===== config.mk =====
export PLATFORM = sky130hd
export DESIGN_NAME = dfi_input_channel
export DESIGN_NICKNAME = d
export VERILOG_FILES = /design/src/dfi_pkg.sv /design/src/dfi_glitch_filter.sv /design/src/dfi_input_channel.sv
export VERILOG_INCLUDE_DIRS = /design/src /design/src/src
export SDC_FILE = /design/constraint.sdc
export NUM_CORES = 1
export LEC_CHECK = 0
export ABC_AREA = 1
export BUFFER_PORTS_ARGS = -buffer_cell sky130_fd_sc_hd__buf_2
export CAP_MARGIN = 25
export CELL_PAD_IN_SITES_DETAIL_PLACEMENT = 1
export CELL_PAD_IN_SITES_GLOBAL_PLACEMENT = 2
export CORE_MARGIN = 1
export CORE_UTILIZATION = 28
export CTS_CLUSTER_SIZE = 24
export DETAILED_ROUTE_END_ITERATION = 7
export GPL_TIMING_DRIVEN = 0
export PLACE_DENSITY_LB_ADDON = 0.1
export REMOVE_ABC_BUFFERS = 1
export SYNTH_ARGS = -nofsm -noshare
export SYNTH_HDL_FRONTEND = slang
export SYNTH_SLANG_ARGS = --single-unit

===== constraint.sdc =====
create_clock -name mclk -period 3.5 [get_ports mclk]
set_clock_uncertainty 0.15 [all_clocks]
set_input_delay 0.525 -clock mclk [delete_from_list [all_inputs] [get_ports mclk]]
set_output_delay 0.525 -clock mclk [all_outputs]
set_load 0.02 [all_outputs]

===== src/dfi_consts.svh =====
// Purpose: Constants for the dual-function input channel
// Assumes: 100 MHz mclk, byte-wide register port
// Notes:   Offsets are byte addresses on the register port
//
// Overview of operation
// - Overvoltage compare, threshold lowered by hysteresis
// - Undervoltage compare, threshold raised by hysteresis
// - Function select chooses fault or warning roles
// - Select 11 blanks detector and input roles; over and under flags still follow
// - Invert bit 6 flips the sensed input
// - Bit 5 picks level or edge detection
// - Edges give pulses of 10 to 10000 us
// - Input glitch filter ignores short pulses
`ifndef DFI_CONSTS_SVH
`define DFI_CONSTS_SVH

// ****************************************
// Register offsets
// ****************************************
`define DFI_OFS_OV_TH 8'h30
`define DFI_OFS_OV_HYST 8'h31
`define DFI_OFS_UV_TH 8'h32
`define DFI_OFS_UV_HYST 8'h33
`define DFI_OFS_SFD_CFG 8'h34
`define DFI_OFS_FUNC_SEL 8'h35
`define DFI_OFS_GPI_CFG 8'h36

// ****************************************
// Writable bit masks and reset values
// ****************************************
`define DFI_MASK_HYST 8'h1f
`define DFI_MASK_SFD_CFG 8'h1f
`define DFI_MASK_FUNC_SEL 8'h03
`define DFI_MASK_GPI_CFG 8'h7f
`define DFI_RST_OV_TH 8'hff
`define DFI_RST_UV_TH 8'h00
`define DFI_RST_HYST 8'h00
`define DFI_RST_SFD_CFG 8'h03
`define DFI_RST_FUNC_SEL 8'h03
`define DFI_RST_GPI_CFG 8'h00

// ****************************************
// Field positions
// ****************************************
`define DFI_BIT_INVERT 6
`define DFI_BIT_DETECT 5

// ****************************************
// Timing
// ****************************************
`define DFI_CLK_PERIOD_NS 10
`define DFI_TICK_NS 1000
`define DFI_TICK_CYC (`DFI_TICK_NS / `DFI_CLK_PERIOD_NS)
`define DFI_GF_US_0 7'h00
`define DFI_GF_US_1 7'h05
`define DFI_GF_US_2 7'h0a
`define DFI_GF_US_3 7'h14
`define DFI_GF_US_4 7'h1e
`define DFI_GF_US_5 7'h32
`define DFI_GF_US_6 7'h4b
`define DFI_GF_US_7 7'h64
`define DFI_PULSE_US_0 14'h000a
`define DFI_PULSE_US_1 14'h0064
`define DFI_PULSE_US_2 14'h03e8
`define DFI_PULSE_US_3 14'h2710

`endif


===== src/dfi_pkg.sv =====
// Purpose: Types and decode functions for the dual-function input
// Assumes: dfi_consts.svh supplies all figures
// Notes:   Struct layouts follow the register bit order
`include "dfi_consts.svh"
package dfi_pkg;

    // ****************************************
    // Register layouts
    // ****************************************
    typedef struct packed {
        logic [2:0] unused;
        logic [2:0] glitch_filter_select;
        logic [1:0] fault_type_select;
    } dfi_sfd_cfg_t;

    typedef struct packed {
        logic unused;
        logic input_invert;
        logic detect_type;
        logic [1:0] pulse_length_select;
        logic [2:0] glitch_filter_select;
    } dfi_gpi_cfg_t;

    // Flags handed to sequencing and fault logic
    typedef struct packed {
        logic over_flag;
        logic under_flag;
        logic sfd_fault;
        logic sfd_warning;
        logic gpi_fault;
    } dfi_flags_t;

    typedef enum logic {DFI_IDLE, DFI_PULSE} dfi_pulse_st_t;

    // Glitch code to microseconds, shared by both filters
    function automatic logic [6:0] dfi_gf_us(input logic [2:0] code);
        case (code)
            3'h0: dfi_gf_us = `DFI_GF_US_0;
            3'h1: dfi_gf_us = `DFI_GF_US_1;
            3'h2: dfi_gf_us = `DFI_GF_US_2;
            3'h3: dfi_gf_us = `DFI_GF_US_3;
            3'h4: dfi_gf_us = `DFI_GF_US_4;
            3'h5: dfi_gf_us = `DFI_GF_US_5;
            3'h6: dfi_gf_us = `DFI_GF_US_6;
            default: dfi_gf_us = `DFI_GF_US_7;
        endcase
    endfunction : dfi_gf_us

    // Pulse code to microseconds
    function automatic logic [13:0] dfi_pulse_us(input logic [1:0] code);
        case (code)
            2'h0: dfi_pulse_us = `DFI_PULSE_US_0;
            2'h1: dfi_pulse_us = `DFI_PULSE_US_1;
            2'h2: dfi_pulse_us = `DFI_PULSE_US_2;
            default: dfi_pulse_us = `DFI_PULSE_US_3;
        endcase
    endfunction : dfi_pulse_us

endpackage : dfi_pkg


===== src/dfi_glitch_filter.sv =====
// Purpose: Glitch filter, output follows input once held long enough
// Assumes: tick is a one-cycle pulse each microsecond
// Notes:   Delay zero passes the input with one cycle of latency
`timescale 1ns/1ps
`default_nettype none
module dfi_glitch_filter
    import dfi_pkg::*;
#(
    parameter int DW = 7
) (
    input wire logic mclk,
    input wire logic rst,
    input wire logic tick,
    input wire logic din,
    input wire logic [DW-1:0] delay_us,
    output logic dout
);

    logic [DW-1:0] cnt_r; // Microseconds the input has differed
    logic differs; // Input disagrees with the output
    logic done; // Hold time reached on this tick
    logic [DW-1:0] cnt_inc; // Next count

    assign differs = din != dout;
    assign cnt_inc = cnt_r + {{(DW-1){1'b0}}, 1'b1};
    assign done = (delay_us == '0) || (tick && cnt_inc >= delay_us);

    // ****************************************
    // Filter state
    // ****************************************
    // Any return to the old level restarts the count
    always_ff @(posedge mclk or posedge rst) begin
        if (rst) begin
            dout <= 1'b0;
            cnt_r <= '0;
        end else if (!differs) begin
            cnt_r <= '0;
        end else if (done) begin
            dout <= din;
            cnt_r <= '0;
        end else if (tick) begin
            cnt_r <= cnt_inc;
        end
    end
endmodule : dfi_glitch_filter
`default_nettype wire


===== src/dfi_input_channel.sv =====
// Purpose: Dual-function monitored input: supply fault detector and logic input
// Assumes: level is the converted channel reading, pin is a synchronous logic level
// Notes:   Registers are written and read at their byte offsets on a simple port
`timescale 1ns/1ps
`default_nettype none
`include "dfi_consts.svh"
module dfi_input_channel
    import dfi_pkg::*;
#(
    parameter int TICK_CYC = `DFI_TICK_CYC
) (
    input wire logic mclk,
    input wire logic rst,
    input wire logic reg_wr,
    input wire logic [7:0] reg_addr,
    input wire logic [7:0] reg_wdata,
    output logic [7:0] reg_rdata,
    input wire logic [7:0] level,
    input wire logic pin,
    output dfi_flags_t flags
);

    // ****************************************
    // Register file
    // ****************************************
    logic [7:0] ov_th_r; // Overvoltage threshold
    logic [7:0] ov_hyst_r; // Overvoltage hysteresis, low five bits
    logic [7:0] uv_th_r; // Undervoltage threshold
    logic [7:0] uv_hyst_r; // Undervoltage hysteresis
    dfi_sfd_cfg_t sfd_cfg_r; // Detector glitch and fault type
    logic [7:0] func_sel_r; // Function select in low two bits
    dfi_gpi_cfg_t gpi_cfg_r; // Logic input settings
    logic [7:0] rdata_nxt; // Read mux

    // Write strobes per offset
    logic wr_ovt, wr_ovh, wr_uvt, wr_uvh, wr_sfd, wr_sel, wr_gpi;
    assign wr_ovt = reg_wr && reg_addr == `DFI_OFS_OV_TH;
    assign wr_ovh = reg_wr && reg_addr == `DFI_OFS_OV_HYST;
    assign wr_uvt = reg_wr && reg_addr == `DFI_OFS_UV_TH;
    assign wr_uvh = reg_wr && reg_addr == `DFI_OFS_UV_HYST;
    assign wr_sfd = reg_wr && reg_addr == `DFI_OFS_SFD_CFG;
    assign wr_sel = reg_wr && reg_addr == `DFI_OFS_FUNC_SEL;
    assign wr_gpi = reg_wr && reg_addr == `DFI_OFS_GPI_CFG;

    // Unused bits are masked on write so they read as zero
    always_ff @(posedge mclk or posedge rst) begin
        if (rst) begin
            ov_th_r <= `DFI_RST_OV_TH;
            ov_hyst_r <= `DFI_RST_HYST;
            uv_th_r <= `DFI_RST_UV_TH;
            uv_hyst_r <= `DFI_RST_HYST;
            sfd_cfg_r <= `DFI_RST_SFD_CFG;
            func_sel_r <= `DFI_RST_FUNC_SEL;
            gpi_cfg_r <= `DFI_RST_GPI_CFG;
        end else begin
            if (wr_ovt) ov_th_r <= reg_wdata;
            if (wr_ovh) ov_hyst_r <= reg_wdata & `DFI_MASK_HYST;
            if (wr_uvt) uv_th_r <= reg_wdata;
            if (wr_uvh) uv_hyst_r <= reg_wdata & `DFI_MASK_HYST;
            if (wr_sfd) sfd_cfg_r <= reg_wdata & `DFI_MASK_SFD_CFG;
            if (wr_sel) func_sel_r <= reg_wdata & `DFI_MASK_FUNC_SEL;
            if (wr_gpi) gpi_cfg_r <= reg_wdata & `DFI_MASK_GPI_CFG;
        end
    end

    // Read mux, unmapped offsets read as zero
    assign rdata_nxt = (reg_addr == `DFI_OFS_OV_TH) ? ov_th_r :
                       (reg_addr == `DFI_OFS_OV_HYST) ? ov_hyst_r :
                       (reg_addr == `DFI_OFS_UV_TH) ? uv_th_r :
                       (reg_addr == `DFI_OFS_UV_HYST) ? uv_hyst_r :
                       (reg_addr == `DFI_OFS_SFD_CFG) ? sfd_cfg_r :
                       (reg_addr == `DFI_OFS_FUNC_SEL) ? func_sel_r :
                       (reg_addr == `DFI_OFS_GPI_CFG) ? gpi_cfg_r : 8'h00;

    always_ff @(posedge mclk or posedge rst) begin
        if (rst) reg_rdata <= 8'h00;
        else reg_rdata <= rdata_nxt;
    end

    // ****************************************
    // Microsecond tick
    // ****************************************
    logic [15:0] div_r; // Divider count
    logic tick_r; // One-cycle pulse each microsecond
    always_ff @(posedge mclk or posedge rst) begin
        if (rst) begin
            div_r <= 16'h0000;
            tick_r <= 1'b0;
        end else if (div_r == 16'(TICK_CYC - 1)) begin
            div_r <= 16'h0000;
            tick_r <= 1'b1;
        end else begin
            div_r <= div_r + 16'h0001;
            tick_r <= 1'b0;
        end
    end

    // ****************************************
    // Supply fault detector
    // ****************************************
    logic ov_r, uv_r; // Comparator states with hysteresis
    logic [7:0] ov_eff, uv_eff; // Effective thresholds
    logic [8:0] uv_sum; // Wide sum to catch overflow
    logic ov_en, uv_en; // Fault type decode
    logic sfd_raw; // Enabled compare result
    logic sfd_filt; // After glitch delay

    // Saturate so hysteresis never wraps the threshold
    assign ov_eff = !ov_r ? ov_th_r :
        (ov_th_r > ov_hyst_r) ? (ov_th_r - ov_hyst_r) : 8'h00;
    assign uv_sum = {1'b0, uv_th_r} + {1'b0, uv_hyst_r};
    assign uv_eff = !uv_r ? uv_th_r : (uv_sum[8] ? 8'hff : uv_sum[7:0]);

    always_ff @(posedge mclk or posedge rst) begin
        if (rst) begin
            ov_r <= 1'b0;
            uv_r <= 1'b0;
        end else begin
            ov_r <= level > ov_eff;
            uv_r <= level < uv_eff;
        end
    end

    // Type 00 over only, 01 both, 10 under only, 11 off
    assign ov_en = sfd_cfg_r.fault_type_select[1] == 1'b0;
    assign uv_en = sfd_cfg_r.fault_type_select == 2'h1 ||
                   sfd_cfg_r.fault_type_select == 2'h2;
    assign sfd_raw = (ov_r && ov_en) || (uv_r && uv_en);

    dfi_glitch_filter #(.DW(7)) u_sfd_filt (
        .mclk(mclk),
        .rst(rst),
        .tick(tick_r),
        .din(sfd_raw),
        .delay_us(dfi_gf_us(sfd_cfg_r.glitch_filter_select)),
        .dout(sfd_filt)
    );

    // ****************************************
    // Logic input
    // ****************************************
    logic gpi_in; // Pin after optional inversion
    logic gpi_filt; // After glitch filter
    logic gpi_prev_r; // Last filtered level, for edges
    logic gpi_edge; // Either edge seen
    dfi_pulse_st_t st_r; // Pulse stretcher state
    logic [13:0] pcnt_r; // Microseconds into pulse
    logic [13:0] pulse_len; // Selected length
    logic gpi_val; // Level or stretched pulse

    assign gpi_in = pin ^ gpi_cfg_r.input_invert;

    dfi_glitch_filter #(.DW(7)) u_gpi_filt (
        .mclk(mclk),
        .rst(rst),
        .tick(tick_r),
        .din(gpi_in),
        .delay_us(dfi_gf_us(gpi_cfg_r.glitch_filter_select)),
        .dout(gpi_filt)
    );

    assign gpi_edge = gpi_filt != gpi_prev_r;
    assign pulse_len = dfi_pulse_us(gpi_cfg_r.pulse_length_select);

    // Stretcher; a new edge mid-pulse restarts the length
    always_ff @(posedge mclk or posedge rst) begin
        if (rst) begin
            st_r <= DFI_IDLE;
            pcnt_r <= 14'h0000;
            gpi_prev_r <= 1'b0;
        end else begin
            gpi_prev_r <= gpi_filt;
            case (st_r)
                DFI_IDLE: begin
                    if (gpi_edge && gpi_cfg_r.detect_type) begin
                        st_r <= DFI_PULSE;
                        pcnt_r <= 14'h0000;
                    end
                end
                DFI_PULSE: begin
                    if (gpi_edge) begin
                        pcnt_r <= 14'h0000;
                    end else if (tick_r) begin
                        if (pcnt_r + 14'h0001 >= pulse_len) st_r <= DFI_IDLE;
                        pcnt_r <= pcnt_r + 14'h0001;
                    end
                end
                default: st_r <= DFI_IDLE;
            endcase
        end
    end

    assign gpi_val = gpi_cfg_r.detect_type ? (st_r == DFI_PULSE) : gpi_filt;

    // ****************************************
    // Role selection and outputs
    // ****************************************
    logic [1:0] fsel; // Function select field
    dfi_flags_t flags_nxt; // Next output flags
    assign fsel = func_sel_r[1:0];
    // Select 11 leaves the level reading only for over_flag and under_flag
    assign flags_nxt.over_flag = ov_r;
    assign flags_nxt.under_flag = uv_r;
    assign flags_nxt.sfd_fault = fsel == 2'h0 && sfd_filt;
    assign flags_nxt.sfd_warning = fsel == 2'h2 && sfd_filt;
    assign flags_nxt.gpi_fault = (fsel == 2'h1 || fsel == 2'h2) && gpi_val;

    always_ff @(posedge mclk or posedge rst) begin
        if (rst) flags <= '0;
        else flags <= flags_nxt;
    end
endmodule : dfi_input_channel
`default_nettype wire


==> metrics.md <==
| Metric | Value |
|---|---|
| Arr. time, crit path | `3420 ps` |
| Reg-to-reg critical path startpoint | `ov_th_r[0]` |
| Global route hottest layer | `met2` |
| Reg2Reg Setup Slack | `180 ps` |
| Clock tree buffer depth | `2` |
| Gr usage total | `0.168` |
| GR Util met2 | `0.288` |
| Ys flop type | `dfrtp_1` |
| R2R depth | `14` |
| Async S/R FF share, synth | `1.00` |
| Worst setup SP type | `flop` |
| Peak supply drop | `0.177 mV` |
| CP Max Fanout | `5` |
| Die Wd | `159 µm` |
| Via density per instance | `4.77` |
| Synth Instances | `843` |
| Fin. Hold Viols | `0` |
| Grt total ovfl | `0` |
| Yosys reg bits | `104` |
| Post-synth top area share | `0.334` |
| Syn-to-layout area delta | `12.1%` |
| Starting Density | `0.284` |
| Largest net degree at the start of global routing | `70` |
| Post_cts resized | `0` |
| Most frequent cell after synthesis | `nand2_1` |
| Place WS | `89.0 ps` |
| WS Path Type | `reg2reg` |
| Max-slew violation count | `0` |
| Final wirelength | `20200 µm` |
| Max Freq | `0.301 GHz` |
| Io pins | `41` |
| Share of layout cells above drive strength 1 | `0.130` |
| DRC violations left | `0` |
| Commonest cells in the netlist | `nand2_1 (193), inv_1 (115), dfrtp_1 (92)` |
| Pleak | `3.72 nW` |
| Tot Pwr | `3.01 mW` |
| Synth Cell Area | `6900 µm²` |
| Ant diodes | `0` |
| Area leader, netlist | `dfrtp_1` |
| Synth area leaders | `dfrtp_1 (33%), ha_1 (11%), nand2_1 (11%)` |
| Distinct cells, synth | `52` |
| Register area share after synthesis | `0.379` |
| Pwr dens | `389 nW/µm²` |
| Post-synth EDFFs | `0` |
| Die area | `25300 µm²` |
| CTS H-tree depth | `3` |
| Placed Instance Area | `7450 µm²` |
| Clock slew at reported path FFs | `80 ps` |
| Fillers | `2951` |
| Worst Max-Slew Pin Slew | `744 ps` |
| Rel. slew slack | `0.500` |
| Routability cong. | `0.750` |
| Final setup viols | `0` |
| Final WS setup | `179 ps` |
| Routed WL per cell | `16.7 µm` |
| First-pass GRT wire length | `33800 µm` |
| Min-delay worst type | `in2async` |
| Total Nets Final | `975` |
| WP data required | `3600 ps` |
| Root buffer cell | `clkbuf_16` |
| CTS tree | `yes` |
| Core Util, Final | `0.319` |
| WHS | `2.82 ps` |
| Avg Inst Size Synth | `8.18 µm²` |
| Final Cycle Share | `0.949` |
| DP HPWL | `15900 µm` |
| Minimum clock period | `3320 ps` |
| # clock sinks | `104` |
| Drt first pass iters | `4` |
| CTS Buf Count | `9` |
| Synth warnings | `0` |
| Postcts setup bufs | `0` |
| Result of the run | `finished clean` |
| Initial antenna violation count | `0` |
| Antenna-violating nets left | `0` |
| Fin Setup TNS | `0 ps` |
| Final Non-Filler Cells | `1213` |
| Total number of vias | `5783` |
| Met3 global-route usage | `0.0203` |
| Die height | `159 µm` |
| Port Buffers | `40` |
| M1 GR Usage | `0.223` |
| Unrepaired setup endpoints after global routing | `false` |
| Core footprint | `24200 µm²` |
| Critical Path End Type | `flop` |
| Worst r2r dst | `ov_r` |
| Via count of the first global-routing pass | `6287` |
| Placed Cells | `1197` |
| # hold bufs at CTS | `0` |
| Rows | `57` |
| Reported max-cap violation count | `0` |
| Iter 0 DRT Violations | `181` |
| Fin area | `7730 µm²` |
| Worst-Skew Late Latency | `360 ps` |
-- logic make-up after synthesis --
logic type | share of synthesized area
flops | 0.379
buf+inv | 0.0794
xor+xnor | 0.0531
simple gates | 0.249
fa+ha+maj | 0.116
compound gates | 0.123
-- cell usage in the layout, fill, tap and decap left out, drive strengths merged, types with 3 or more instances in the layout --
cell | synthesis | final
a21oi | 29 | 29
buf | 8 | 42
clkbuf | 4 | 12
clkinv | 0 | 3
dfrtp | 92 | 92
dfstp | 12 | 12
ha | 61 | 61
inv | 121 | 122
nand2 | 200 | 200
nand3 | 39 | 39
nand3b | 4 | 4
nand4 | 26 | 26
nor2 | 68 | 68
nor3 | 8 | 8
nor4 | 11 | 11
o211ai | 8 | 8
o21a | 4 | 4
o21ai | 77 | 77
o22ai | 18 | 18
xnor2 | 7 | 7
xor2 | 31 | 31
-- flip-flops by register name, summed over array words and instances (netlist names), 2 cells and up --
name	count
div_r	16
pcnt_r	14
ov_th_r	8
reg_rdata	8
uv_th_r	8
gpi_cfg_r	7
u_gpi_filt.cnt_r	7
u_sfd_filt.cnt_r	7
flags	5
ov_hyst_r	5
sfd_cfg_r	5
uv_hyst_r	5
func_sel_r	2
-- report_power, final --
part | switching (mW) | total [mW] | internal (mW)
logic | 0.426 | 0.656 | 0.230
clock network | 0.496 | 1.00 | 0.507
registers | 0.0820 | 1.35 | 1.27
total | 1.00 | 3.01 | 2.01
-- routing by layer --
metal	wire length [µm]	vias to the layer above
li1	-	2874
met2	9890	60
met3	341	16
met1	9780	2833
met4	235	0
met5	0	-
-- worst max-delay path, cell delays in order (launching register included) --
cell,delay [ps]
dfstp_2,550
inv_1,70
ha_1,220
fa_1,430
o21ai_2,190
nand2_1,90
nand3_1,90
o21ai_0,120
nand2_1,210
a41oi_1,180
ha_1,330
a21oi_1,200
o21a_1,150
o221ai_1,100
o31a_1,120
-- final cells by class --
| type | count | area [µm²] | area share |
|---|---|---|---|
| Clock buffer | 12 | 246 | 0.0319 |
| Multi-Input combinational cell | 606 | 3740 | 0.483 |
| Tap cell | 324 | 405 | 0.0524 |
| Timing Repair Buffer | 42 | 235 | 0.0304 |
| Sequential cell | 104 | 2620 | 0.339 |
| Inverter | 121 | 462 | 0.0597 |
| Clock inverter | 4 | 27.5 | 0.00356 |
-- how the worst max path moves through the flow --
stage / from / slack (ps) / to / cells after the start
3_3_place_gp: rst / -1560 / div_r[6] / 2
4_1_cts: ov_th_r[0] / 60 / ov_r / 14
2_1_floorplan: rst / 110 / div_r[0] / 1
3_5_place_dp: ov_th_r[0] / 90 / ov_r / 14
5_1_grt: ov_th_r[0] / 7 / ov_r / 14
6_report: ov_th_r[0] / 180 / ov_r / 14
Power figures use the tool's default switching activity.
